File: src/verilog/t8oc_regs.svh
`ifndef T8OC_REGS_SVH
`define T8OC_REGS_SVH
// Notes on behaviour
// - each tick clears, increments or decrements count
// - clock select zero stops all ticks
// - software reads and writes count anytime
// - software count write beats tick operation
// - waveform mode picks sequence and waveform
// - overflow flag set per mode, raises interrupt
// - eight-bit comparator flags count equals compare
// - match flag set on tick after match
// - compare irq when flag, enable, global set
// - flag clears on acknowledge or written one
// - waveform from match, modes, max, bottom
// - compare buffered in PWM modes only
// - buffer copied to active at top/bottom; the code copies at top (max) only
// - compare access hits buffer or active register
// - force strobe acts like match, non-PWM only
// - count write blocks matches on next tick
// - waveform register holds across mode changes
// - output mode changes take effect immediately
// - output mode sets match action, pin drive
// - reset clears waveform register
// - normal mode wraps, overflow when becoming zero
// - clear-on-compare clears count, mode 1 toggles
// - fast PWM single slope, mode 2/3 polarity

`define T8OC_AW            5
`define T8OC_OFS_CTRL      5'h00
`define T8OC_OFS_COUNT     5'h04
`define T8OC_OFS_COMPARE   5'h08
`define T8OC_OFS_FLAGS     5'h0C
`define T8OC_OFS_IRQEN     5'h10
`define T8OC_OFS_STATUS    5'h14

`define T8OC_CTRL_FORCE    7
`define T8OC_FLAG_OVF      0
`define T8OC_FLAG_CMP      1
`define T8OC_STAT_WAVE     0
`define T8OC_STAT_DOWN     1
`define T8OC_STAT_DRIVE    2

`define T8OC_RST_BYTE      8'h00
`define T8OC_CNT_MAX       8'hFF
`define T8OC_CNT_BOTTOM    8'h00
`define T8OC_CNT_STEP      8'h01

`define T8OC_CS_STOP       3'h0
`define T8OC_CS_CORE       3'h1
`define T8OC_CS_PIN_FALL   3'h6
`define T8OC_CS_PIN_RISE   3'h7

`define T8OC_RESP_OKAY     2'h0
`define T8OC_RESP_SLVERR   2'h2
`endif

File: src/verilog/t8oc_pkg.sv
`default_nettype none
`include "t8oc_regs.svh"
package t8oc_pkg;

  typedef enum logic [1:0] {
    T8OC_WGM_NORMAL = 2'h0,
    T8OC_WGM_PCPWM  = 2'h1,
    T8OC_WGM_CTC    = 2'h2,
    T8OC_WGM_FAST   = 2'h3
  } t8oc_wgm_t;

  typedef enum logic [1:0] {
    T8OC_COM_OFF    = 2'h0,
    T8OC_COM_TOGGLE = 2'h1,
    T8OC_COM_CLEAR  = 2'h2,
    T8OC_COM_SET    = 2'h3
  } t8oc_com_t;

  typedef struct packed {
    logic       force_compare_strobe;
    t8oc_com_t  compare_output_mode;
    t8oc_wgm_t  waveform_mode;
    logic [2:0] clock_select;
  } t8oc_ctrl_t;

  typedef struct packed {
    logic                   awvalid;
    logic [`T8OC_AW-1:0]    awaddr;
    logic                   wvalid;
    logic [31:0]            wdata;
    logic [3:0]             wstrb;
    logic                   bready;
    logic                   arvalid;
    logic [`T8OC_AW-1:0]    araddr;
    logic                   rready;
  } t8oc_axi_req_t;

  typedef struct packed {
    logic        awready;
    logic        wready;
    logic        bvalid;
    logic [1:0]  bresp;
    logic        arready;
    logic        rvalid;
    logic [31:0] rdata;
    logic [1:0]  rresp;
  } t8oc_axi_rsp_t;

endpackage
`default_nettype wire

File: src/verilog/t8oc_tick_sel.sv
`timescale 1ns/100ps
`default_nettype none
`include "t8oc_regs.svh"
module t8oc_tick_sel (
  input  wire logic       i_core_clk,
  input  wire logic       i_rst,
  input  wire logic [2:0] i_clock_select,
  input  wire logic       i_prescale_tick,
  input  wire logic       i_ext_tick_pin,
  output wire logic       o_tick
);
  logic pin_meta;
  logic pin_sync;
  logic pin_last;
  // pin_meta feeds only pin_sync
  always_ff @(posedge i_core_clk) begin
    if (i_rst) begin
      pin_meta <= 1'b0;
      pin_sync <= 1'b0;
      pin_last <= 1'b0;
    end else begin
      pin_meta <= i_ext_tick_pin;
      pin_sync <= pin_meta;
      pin_last <= pin_sync;
    end
  end

  wire logic pin_rise = pin_sync & ~pin_last;
  wire logic pin_fall = ~pin_sync & pin_last;

  // codes between core and pin edges take the prescaler tap
  assign o_tick = (i_clock_select == `T8OC_CS_STOP)     ? 1'b0 :
                  (i_clock_select == `T8OC_CS_CORE)     ? 1'b1 :
                  (i_clock_select == `T8OC_CS_PIN_FALL) ? pin_fall :
                  (i_clock_select == `T8OC_CS_PIN_RISE) ? pin_rise :
                  i_prescale_tick;
endmodule // t8oc_tick_sel
`default_nettype wire

File: src/verilog/t8oc_top.sv
`timescale 1ns/100ps
`default_nettype none
`include "t8oc_regs.svh"
module t8oc_top (
  input  wire logic                    i_core_clk,
  input  wire logic                    i_rst,
  input  wire t8oc_pkg::t8oc_axi_req_t i_axi,
  output var  t8oc_pkg::t8oc_axi_rsp_t o_axi,
  input  wire logic                    i_prescale_tick,
  input  wire logic                    i_ext_tick_pin,
  input  wire logic                    i_global_irq_enable,
  input  wire logic                    i_compare_irq_ack,
  input  wire logic                    i_overflow_irq_ack,
  output var  logic                    o_compare_irq,
  output var  logic                    o_overflow_irq,
  output var  logic                    o_waveform_output,
  output var  logic                    o_pin_drive_en
);
  import t8oc_pkg::*;

  function automatic logic wave_on_match(input t8oc_com_t com,
                                         input logic      cur);
    logic res;
    res = cur;
    unique case (com)
      T8OC_COM_OFF:    res = cur;
      T8OC_COM_TOGGLE: res = ~cur;
      T8OC_COM_CLEAR:  res = 1'b0;
      T8OC_COM_SET:    res = 1'b1;
    endcase
    return res;
  endfunction

  function automatic logic [7:0] bit_of(input logic [31:0] word,
                                        input logic        sel);
    return sel ? word[7:0] : `T8OC_RST_BYTE;
  endfunction

  // register state
  t8oc_ctrl_t          ctrl;
  logic [7:0]          count_value;
  logic [7:0]          compare_value;
  logic [7:0]          compare_buf;
  logic                overflow_flag;
  logic                compare_match_flag;
  logic                overflow_irq_enable;
  logic                compare_irq_enable;
  logic                waveform_output;
  logic                count_down;
  logic                block_match;

  // bus state
  logic                aw_held;
  logic [`T8OC_AW-1:0] aw_addr;
  logic                w_held;
  logic [31:0]         w_data;
  logic [3:0]          w_strb;

  wire logic tick;

  t8oc_tick_sel u_tick (
    .i_core_clk      (i_core_clk),
    .i_rst           (i_rst),
    .i_clock_select  (ctrl.clock_select),
    .i_prescale_tick (i_prescale_tick),
    .i_ext_tick_pin  (i_ext_tick_pin),
    .o_tick          (tick)
  );

  // ---------------- bus slave ----------------
  wire logic aw_take = i_axi.awvalid & o_axi.awready;
  wire logic w_take  = i_axi.wvalid & o_axi.wready;
  wire logic ar_take = i_axi.arvalid & o_axi.arready;
  wire logic wr_do   = aw_held & w_held & ~o_axi.bvalid;
  wire logic wr_lo   = wr_do & w_strb[0];

  wire logic next_aw_held = aw_take | (aw_held & ~wr_do);
  wire logic next_w_held  = w_take | (w_held & ~wr_do);
  wire logic next_bvalid  = wr_do | (o_axi.bvalid & ~i_axi.bready);
  wire logic next_rvalid  = ar_take | (o_axi.rvalid & ~i_axi.rready);

  wire logic wr_hit_ctrl  = aw_addr == `T8OC_OFS_CTRL;
  wire logic wr_hit_count = aw_addr == `T8OC_OFS_COUNT;
  wire logic wr_hit_cmp   = aw_addr == `T8OC_OFS_COMPARE;
  wire logic wr_hit_flags = aw_addr == `T8OC_OFS_FLAGS;
  wire logic wr_hit_irqen = aw_addr == `T8OC_OFS_IRQEN;
  wire logic wr_hit_stat  = aw_addr == `T8OC_OFS_STATUS;
  wire logic wr_mapped    = wr_hit_ctrl | wr_hit_count | wr_hit_cmp |
                            wr_hit_flags | wr_hit_irqen | wr_hit_stat;

  wire logic wr_ctrl  = wr_lo & wr_hit_ctrl;
  wire logic wr_count = wr_lo & wr_hit_count;
  wire logic wr_cmp   = wr_lo & wr_hit_cmp;
  wire logic wr_flags = wr_lo & wr_hit_flags;
  wire logic wr_irqen = wr_lo & wr_hit_irqen;

  wire logic buffered = (ctrl.waveform_mode == T8OC_WGM_PCPWM) |
                        (ctrl.waveform_mode == T8OC_WGM_FAST);

  wire logic [7:0] status_byte = {5'h00,
                                  o_pin_drive_en,
                                  count_down,
                                  waveform_output};
  wire logic [7:0] ctrl_rd = {1'b0, ctrl[6:0]};
  wire logic [7:0] cmp_rd  = buffered ? compare_buf
                                      : compare_value;
  wire logic [7:0] flag_rd = {6'h00, compare_match_flag, overflow_flag};
  wire logic [7:0] irq_rd  = {6'h00, compare_irq_enable,
                              overflow_irq_enable};

  wire logic rd_ctrl  = i_axi.araddr == `T8OC_OFS_CTRL;
  wire logic rd_count = i_axi.araddr == `T8OC_OFS_COUNT;
  wire logic rd_cmp   = i_axi.araddr == `T8OC_OFS_COMPARE;
  wire logic rd_flags = i_axi.araddr == `T8OC_OFS_FLAGS;
  wire logic rd_irqen = i_axi.araddr == `T8OC_OFS_IRQEN;
  wire logic rd_stat  = i_axi.araddr == `T8OC_OFS_STATUS;
  wire logic rd_mapped = rd_ctrl | rd_count | rd_cmp |
                         rd_flags | rd_irqen | rd_stat;
  wire logic [7:0] rd_byte = rd_ctrl  ? ctrl_rd :
                             rd_count ? count_value :
                             rd_cmp   ? cmp_rd :
                             rd_flags ? flag_rd :
                             rd_irqen ? irq_rd :
                             rd_stat  ? status_byte :
                             `T8OC_RST_BYTE;

  always_ff @(posedge i_core_clk) begin
    if (i_rst) begin
      aw_held <= 1'b0;
      aw_addr <= '0;
      w_held  <= 1'b0;
      w_data  <= 32'h0000_0000;
      w_strb  <= 4'h0;
    end else begin
      aw_held <= next_aw_held;
      w_held  <= next_w_held;
      if (aw_take) aw_addr <= i_axi.awaddr;
      if (w_take) begin
        w_data <= i_axi.wdata;
        w_strb <= i_axi.wstrb;
      end
    end
  end

  always_ff @(posedge i_core_clk) begin
    if (i_rst) begin
      o_axi <= '{awready: 1'b1, wready: 1'b1, bvalid: 1'b0,
                 bresp: `T8OC_RESP_OKAY, arready: 1'b1, rvalid: 1'b0,
                 rdata: 32'h0000_0000, rresp: `T8OC_RESP_OKAY};
    end else begin
      o_axi.awready <= ~next_aw_held & ~next_bvalid;
      o_axi.wready  <= ~next_w_held & ~next_bvalid;
      o_axi.bvalid  <= next_bvalid;
      o_axi.arready <= ~next_rvalid;
      o_axi.rvalid  <= next_rvalid;
      if (wr_do) begin
        o_axi.bresp <= wr_mapped ? `T8OC_RESP_OKAY : `T8OC_RESP_SLVERR;
      end
      if (ar_take) begin
        o_axi.rdata <= {24'h00_0000, rd_byte};
        o_axi.rresp <= rd_mapped ? `T8OC_RESP_OKAY : `T8OC_RESP_SLVERR;
      end
    end
  end

  // ---------------- counter ----------------
  wire logic at_max    = count_value == `T8OC_CNT_MAX;
  wire logic at_bottom = count_value == `T8OC_CNT_BOTTOM;
  wire logic match     = count_value == compare_value;
  // a blocked tick loses its match entirely, clear included
  wire logic match_ok  = tick & match & ~block_match;

  // dual slope turns at max and at bottom
  wire logic pc_down = count_down ? ~at_bottom : at_max;
  wire logic [7:0] count_up   = count_value + `T8OC_CNT_STEP;
  wire logic [7:0] count_dn   = count_value - `T8OC_CNT_STEP;

  wire logic [7:0] count_step =
    (ctrl.waveform_mode == T8OC_WGM_CTC)   ?
      (match_ok ? `T8OC_CNT_BOTTOM : count_up) :
    (ctrl.waveform_mode == T8OC_WGM_PCPWM) ?
      (pc_down ? count_dn : count_up) :
    count_up;

  wire logic [7:0] next_count =
    wr_count ? w_data[7:0] :
    tick     ? count_step :
    count_value;

  wire logic next_down = (ctrl.waveform_mode == T8OC_WGM_PCPWM) &
                         (tick ? pc_down : count_down);

  wire logic next_block = wr_count | (block_match & ~tick);

  always_ff @(posedge i_core_clk) begin
    if (i_rst) begin
      count_value <= `T8OC_RST_BYTE;
      count_down  <= 1'b0;
      block_match <= 1'b0;
    end else begin
      count_value <= next_count;
      count_down  <= next_down;
      block_match <= next_block;
    end
  end

  // ---------------- compare value ----------------
  // top of the slope is the reload point in both PWM modes
  wire logic reload = buffered & tick & at_max;

  always_ff @(posedge i_core_clk) begin
    if (i_rst) begin
      compare_value <= `T8OC_RST_BYTE;
      compare_buf   <= `T8OC_RST_BYTE;
    end else begin
      if (wr_cmp & buffered) compare_buf <= w_data[7:0];
      if (wr_cmp & ~buffered) begin
        compare_value <= w_data[7:0];
      end else if (reload) begin
        compare_value <= compare_buf;
      end
    end
  end

  // ---------------- control and flags ----------------
  wire t8oc_ctrl_t next_ctrl = wr_ctrl ?
    t8oc_ctrl_t'({1'b0, w_data[6:0]}) : ctrl;

  wire logic ovf_set =
    (ctrl.waveform_mode == T8OC_WGM_PCPWM) ?
      (tick & at_bottom & count_down) :
      (tick & at_max);
  wire logic ovf_clr = i_overflow_irq_ack |
                       (wr_flags & w_data[`T8OC_FLAG_OVF]);
  wire logic cmp_clr = i_compare_irq_ack |
                       (wr_flags & w_data[`T8OC_FLAG_CMP]);

  // a set in the clearing cycle survives
  wire logic next_ovf_flag = ovf_set | (overflow_flag & ~ovf_clr);
  wire logic next_cmp_flag = match_ok |
                             (compare_match_flag & ~cmp_clr);

  always_ff @(posedge i_core_clk) begin
    if (i_rst) begin
      ctrl                <= t8oc_ctrl_t'(`T8OC_RST_BYTE);
      overflow_flag       <= 1'b0;
      compare_match_flag  <= 1'b0;
      overflow_irq_enable <= 1'b0;
      compare_irq_enable  <= 1'b0;
    end else begin
      ctrl               <= next_ctrl;
      overflow_flag      <= next_ovf_flag;
      compare_match_flag <= next_cmp_flag;
      if (wr_irqen) begin
        overflow_irq_enable <= w_data[`T8OC_FLAG_OVF];
        compare_irq_enable  <= w_data[`T8OC_FLAG_CMP];
      end
    end
  end

  // ---------------- waveform ----------------
  // force has no effect in PWM modes and never touches flag or count
  wire logic force_ok = wr_ctrl & w_data[`T8OC_CTRL_FORCE] &
                        ~buffered;
  wire t8oc_com_t com = ctrl.compare_output_mode;
  wire logic pwm_pol  = com[1];
  wire logic pwm_lvl  = com[0];

  logic next_wave;
  always_comb begin
    next_wave = waveform_output;
    unique case (ctrl.waveform_mode)
      T8OC_WGM_NORMAL, T8OC_WGM_CTC: begin
        if (match_ok | force_ok) begin
          next_wave = wave_on_match(com, waveform_output);
        end
      end
      T8OC_WGM_FAST: begin
        // match wins at max so a max compare holds the level
        if (pwm_pol & match_ok) begin
          next_wave = pwm_lvl;
        end else if (pwm_pol & tick & at_max) begin
          next_wave = ~pwm_lvl;
        end
      end
      T8OC_WGM_PCPWM: begin
        if (pwm_pol & match_ok) begin
          next_wave = count_down ? ~pwm_lvl : pwm_lvl;
        end
      end
    endcase
  end

  always_ff @(posedge i_core_clk) begin
    if (i_rst) begin
      waveform_output <= 1'b0;
    end else begin
      waveform_output <= next_wave;
    end
  end

  // ---------------- outputs ----------------
  // one cycle behind the flag; ack drops the request a cycle later
  always_ff @(posedge i_core_clk) begin
    if (i_rst) begin
      o_compare_irq     <= 1'b0;
      o_overflow_irq    <= 1'b0;
      o_waveform_output <= 1'b0;
      o_pin_drive_en    <= 1'b0;
    end else begin
      o_compare_irq  <= compare_match_flag & compare_irq_enable &
                        i_global_irq_enable;
      o_overflow_irq <= overflow_flag & overflow_irq_enable &
                        i_global_irq_enable;
      o_waveform_output <= next_wave;
      o_pin_drive_en <= next_ctrl.compare_output_mode !=
                        T8OC_COM_OFF;
    end
  end

  wire logic unused_ok = &{1'b0, w_strb[3:1], w_data[31:8]};
endmodule // t8oc_top
`default_nettype wire
File: config.mk
export PLATFORM = sky130hd
export DESIGN_NAME = t8oc_top
export DESIGN_NICKNAME = d
export VERILOG_FILES = /design/src/verilog/t8oc_pkg.sv /design/src/verilog/t8oc_tick_sel.sv /design/src/verilog/t8oc_top.sv
export VERILOG_INCLUDE_DIRS = /design/src /design/src/verilog
export SDC_FILE = /design/constraint.sdc
export NUM_CORES = 1
export LEC_CHECK = 0
export BUFFER_PORTS_ARGS = -buffer_cell sky130_fd_sc_hd__buf_2
export CAP_MARGIN = 10
export CORE_ASPECT_RATIO = 1.75
export CORE_MARGIN = 1
export CORE_UTILIZATION = 55
export DETAILED_ROUTE_END_ITERATION = 8
export PLACE_DENSITY_LB_ADDON = 0.2
export SLEW_MARGIN = 20
export SYNTH_ARGS = -nofsm -noshare
export SYNTH_HDL_FRONTEND = slang
export SYNTH_SLANG_ARGS = --single-unit
File: constraint.sdc
create_clock -name i_core_clk -period 3.8 [get_ports i_core_clk]
set_clock_uncertainty 0.2 [all_clocks]
set_input_delay 0.19 -clock i_core_clk [delete_from_list [all_inputs] [get_ports i_core_clk]]
set_output_delay 0.19 -clock i_core_clk [all_outputs]
set_load 0.05 [all_outputs]
### Word level (Yosys, flattened, before mapping)

Index checks and enable logic that the tools add are counted.

* bits in registers: 77
* input port bits: 58
* output and inout port bits: 45
* logic and storage cells: 184

* add/sub/neg operators: 2
* equal/unequal tests: 25
* muxes and demuxes: 32
* bitwise gates (word level): 82
* reductions and logical operators: 11

Operator list (count)
* $mux 8: 12
* $and 1x1->1: 43
* $or 1x1->1: 21
* $eq 5x4->1 const B: 4
* $eq 5x5->1 const B: 4
* $not 1->1: 18
* $mux 1: 12
* $eq 5x3->1 const B: 2
* $logic_not 5->1: 2
* $mux 3: 3
* $add 8x1->8 const B: 1
* $eq 2x2->1 const B: 4
* $eq 8x8->1: 1
* $eq 8x8->1 const B: 1
* $logic_not 8->1: 1
* $sub 8x1->8 const B: 1
* $mux 7: 1
* $eq 3x3->1 const B: 2
* $pmux 1 s3: 2
* $reduce_bool 2->1: 3
* $eq 2x1->1 const B: 2
* $logic_not 2->1: 2
* $mux 2: 2
* $ne 2x2->1 const B: 2
* other kinds (6): 6

### Depth between registers and ports, before layout

* word-level depth: 12
* mapped depth: 7
* depth with buffers taken out: 7

### By module

Synthesis repeated with hierarchy kept, for this count alone.

* cell total of the unflattened synthesis: 475
* area total of the unflattened synthesis: 3936.3 um^2

Modules (own cells, without submodules)
* t8oc_top: instances 1, cells an instance 462, area each 3809.9 um^2, sequential area each 1441.4 um^2
* t8oc_tick_sel: instances 1, cells an instance 13, area each 126.4 um^2, sequential area each 60.1 um^2

### Least setup slack after synthesis

No wires, ideal clock.

* kind: flip-flop to flip-flop
* start: register count_value[4]
* end: register count_value[5]
* setup time: 0.127 ns
* data arrival time: 2.044 ns
* required time: 3.473 ns
* slack: 1.429 ns
* stages on the path, launching flop included: 8
* path buffers: 1
* clock period less this slack: 2.371 ns
* path through: dfxtp_1 > buf_6 > or4_4 > nor4b_4 > a2bb2oi_4 > mux2i_1 > xor2_1 > o22ai_2

* word-level cells in the longest chain between the ends: 8
* elaborated cells on any way between the ends: 15
* classes of those cells: add/sub (2); eq/ne (2); mux (7); bitwise (3); reduce/logical (1)

Ends and longest elaborated chain
* start, declared: RTL line t8oc_top.sv:41 `logic [7:0] count_value;`
* start signal, assigned: RTL line t8oc_top.sv:197 `` count_value <= `T8OC_RST_BYTE; ``
* start signal, assigned: RTL line t8oc_top.sv:201 `count_value <= next_count;`
* parallel branches: the longest is 5 deep, another holds $add 8x1->8
* $mux 8 (*): RTL line t8oc_top.sv:179 `(ctrl.waveform_mode == T8OC_WGM_CTC) ?`
* $mux 8 (*): RTL line t8oc_top.sv:187 `tick ? count_step :`
* $mux 8 (*): RTL line t8oc_top.sv:186 `wr_count ? w_data[7:0] :`

Mark *: on every way between the ends. The select of a mux whose other input is x is not followed.
A chain may end at the register's enable or synchronous reset.

### Final worst setup path

* start: register count_value[2]
* end: register count_value[6]

Same word-level chain as after synthesis.

==> impl_metrics.env <==
export IMPL_status="complete, no violations"
export IMPL_grt_pass1_vias=3484
export IMPL_synth_warnings=0
export IMPL_route_vias_total=3659
export IMPL_wl_um=10500
export IMPL_grt_pass1_wl_um=16800
export IMPL_p_leak_nw=1.86
export IMPL_die_area_um2=7680
export IMPL_routabilityCongestion=0.959
export IMPL_crit_family="simple AND/OR/NAND/NOR gates"
export IMPL_p_clk_share_pct=45.6
export IMPL_min_period_ps=2810
export IMPL_critPathMaxStageDelay_ps=630
export IMPL_grt_antenna_before_repair=0
export IMPL_finalSetupViolations=0
export IMPL_io_buffers=49
export IMPL_seq_area_um2=1500
export IMPL_synthTopCellsByArea="dfxtp_1, mux2i_1, buf_4, nor2_1, nand2_1"
export IMPL_ys_types=61
export IMPL_worst_path_buf_inv=0
export IMPL_die_h_um=115
export IMPL_grt_overflow_total=0
export IMPL_cts_num_sinks=75
export IMPL_end_kind="flop"
export IMPL_cts_buffer_depth=2
export IMPL_syn_area_um2=4030
export IMPL_nNetsFinal=592
export IMPL_powerDensity_nw_per_um2=416
export IMPL_final_cell_area_um2=4710
export IMPL_cts_buffers=9
export IMPL_yosysSeqAreaShare_pct=37.3
export IMPL_core_area_um2=6960
export IMPL_cp_required_ps=3800
export IMPL_area_growth_pct=16.9
export IMPL_root_buffer="clkbuf_16"
export IMPL_slew_violations=0
export IMPL_startpoint_type="flop"
export IMPL_drive_above_1_share_pct=16.1
export IMPL_multi_input_area_um2=2210
export IMPL_avgRoutedWirePerCell_um=17.0
export IMPL_hold_class="in -> reg"
export IMPL_startpoint="count_value[2]$_SDFFE_PP0P_"
export IMPL_io_pins=103
export IMPL_grt_usage_pct=29.4
export IMPL_rsz0062_at_grt="no"
export IMPL_avgViaCountPerCell=5.91
export IMPL_die_w_um=66.7
export IMPL_cts_clk_slew_worst_paths_ps=60
export IMPL_ir_drop_uv=351
export IMPL_max_slew_margin_pct=36.1
export IMPL_yosys_area_top_type="dfxtp_1"
export IMPL_synth_edff_count=0
export IMPL_tightest_slew_ps=952
export IMPL_syn_inst=471
export IMPL_dp_cells=577
export IMPL_rows=40
export IMPL_crit_chain="or4_4, nor4b_4, a2bb2oi_4, mux2i_1, xnor2_1, o22ai_1"
export IMPL_p_sw_mw=0.505
export IMPL_fmax_mhz=356
export IMPL_cp_slowest_cell="or4_4"
export IMPL_worstSkewPairLatency_ps=340
export IMPL_r2r_start="count_value[2]$_SDFFE_PP0P_"
export IMPL_place_area_um2=4120
export IMPL_p_comb_share_pct=11.5
export IMPL_rrSetupSlack_ps=990
export IMPL_drtIter0Drc=382
export IMPL_final_cells=619
export IMPL_setup_tns_ps=0
export IMPL_grt_max_degree=43
export IMPL_crit_arrival_ps=2810
export IMPL_ant_nets=0
export IMPL_p_seq_share_pct=42.9
export IMPL_dp_hpwl_um=7230
export IMPL_fillers=580
export IMPL_synthDominantCellAreaShare_pct=37.3
export IMPL_firstDrtPassIters=5
export IMPL_hold_viol=0
export IMPL_drv_cap=0
export IMPL_cts_tree="built"
export IMPL_period_share_pct=74.0
export IMPL_min_from="i_axi[6]"
export IMPL_ys_seq_elements=75
export IMPL_n_antenna_cell=0
export IMPL_crit_type="reg -> reg"
export IMPL_synth_flop_cell="dfxtp_1"
export IMPL_drc=0
export IMPL_cell_internal_pwr_mw=1.45
export IMPL_initial_core_util_pct=57.9
export IMPL_cts_setup_buffers=0
export IMPL_p_sw_share_pct=25.8
export IMPL_htreeDepth=3
export IMPL_ys_async_sr_fraction_pct=0
export IMPL_syn_avg_cell_area_um2=8.55
export IMPL_crit_fanout=11
-- worst register-to-register path, cell delays in order (launching register included) --
cell       delay [ps]
dfxtp_1           460
or4_4             630
nor4b_4           440
a2bb2oi_4         340
mux2i_1           350
xnor2_1           150
o22ai_1            90
-- cells in the mapped netlist (all sizes together) (5+ instances only) --
library cell,instances
buf,38
nand2,51
nand3,13
o21ai,6
inv,9
and3,5
nand4,8
a21oi,36
mux2i,28
nor3,12
a311oi,6
a211oi,10
a22oi,8
nor2,52
or3,5
nand2b,6
dfxtp,75
xor2,5
a31oi,8
o22ai,8
clkbuf,18
xnor2,13
nand3b,5
-- area by class of cell --
cell class | count | area share, %
multi-input combinational | 356 | 46.9
clock buffer | 14 | 6.03
clock inverter | 1 | 0.638
inverter | 9 | 0.718
tap | 84 | 2.23
timing repair buffer | 80 | 11.6
sequential | 75 | 31.9
-- repair_timing --
item	4_1_cts	5_1_grt
gates resized for setup	0	0
hold buffers	27	0
hold endpoints to repair	21	0
-- power groups by stage --
| stage | clock, mW | sequential (mW) | combinational, mW |
|---|---|---|---|
| 6_report | 0.893 | 0.840 | 0.225 |
| 4_1_cts | 0.899 | 0.839 | 0.223 |
| 3_5_place_dp | 0 | 0.857 | 0.200 |
| 3_3_place_gp | 0 | 0.855 | 0.198 |
| 2_1_floorplan | 0 | 0.885 | 0.146 |
| 5_1_grt | 0.933 | 0.844 | 0.241 |
-- final timing paths --
kind              cells past startpoint                     endpoint
setup reg to reg                      6  count_value[6]$_SDFFE_PP0P_
hold / removal                        3         o_axi[34]$_SDFF_PP0_
hold reg to reg                       1   u_tick.pin_sync$_SDFF_PP0_
setup / recovery                      6  count_value[6]$_SDFFE_PP0P_
-- per-stage QoR --
| stage | hold WS (ps) | utilization (%) | setup slack, ps | total power [mW] |
|---|---|---|---|---|
| after floorplan | 118 | - | 1430 | 1.03 |
| after global placement | 198 | 59.3 | 1080 | 1.05 |
| after detailed placement | 208 | 59.3 | 1030 | 1.06 |
| after CTS | 33.9 | 67.7 | 1030 | 1.96 |
| after global routing | 54.4 | 67.7 | 943 | 2.02 |
| final | 44.4 | 67.7 | 990 | 1.96 |
-- routing by layer --
metal	vias up	GRT usage (%)	routed length (µm)
met1	1708	29.9	3780
li1	1751	-	-
met4	0	17.0	512
met2	160	52.5	5640
met3	40	7.24	564
met5	-	0	0
-- flip-flops by register name (all words and copies together), names as in the netlist, 2 cells and up --
name           count
com                2
aw_addr            5
w_data             8
o_axi             15
count_value        8
compare_buf        8
ctrl               5
compare_value      8
-- layout by cell type (no fill, tap or decap), types with 2 or more instances in the layout --
cell	netlist	final
o21ai_0	5	5
a211oi_1	9	9
xor2_1	5	5
clkbuf_16	0	9
nand3b_1	5	5
clkbuf_8	1	4
nor2b_1	4	4
nand4_1	8	8
inv_1	9	9
nand2_1	51	51
mux2_2	4	4
nor3_1	11	11
and3_1	4	4
and4_2	2	2
a222oi_1	4	4
nor2_1	52	52
a21oi_1	36	36
o22ai_1	7	7
o31a_1	2	2
nand2b_1	6	6
buf_4	29	4
and2_1	3	3
buf_2	3	49
conb_1	1	26
mux2i_1	28	28
dfxtp_1	75	75
xnor2_1	13	13
o221ai_1	2	2
a311oi_1	6	6
a22oi_1	8	8
a31oi_1	8	8
dlygate4sd3_1	0	27
or3_1	5	5
nand3_1	13	13
ha_1	3	3
-- cells by family (layout without fill, tap and decap cells) --
kind of cell               Yosys count  count (layout)  share of synthesized area (%)
DFF                                 75              75                           37.3
and+or+nand+nor                    180             180                           23.1
adders and majority gates            3               3                          0.932
buffers and inverters               65             104                           10.2
other                                1              26                         0.0931
muxes                               32              32                           8.08
xor gates and xnor gates            18              18                           3.91
AOI/OAI and AO/OA                   97              97                           16.4
(Power assumes the default switching activity.)
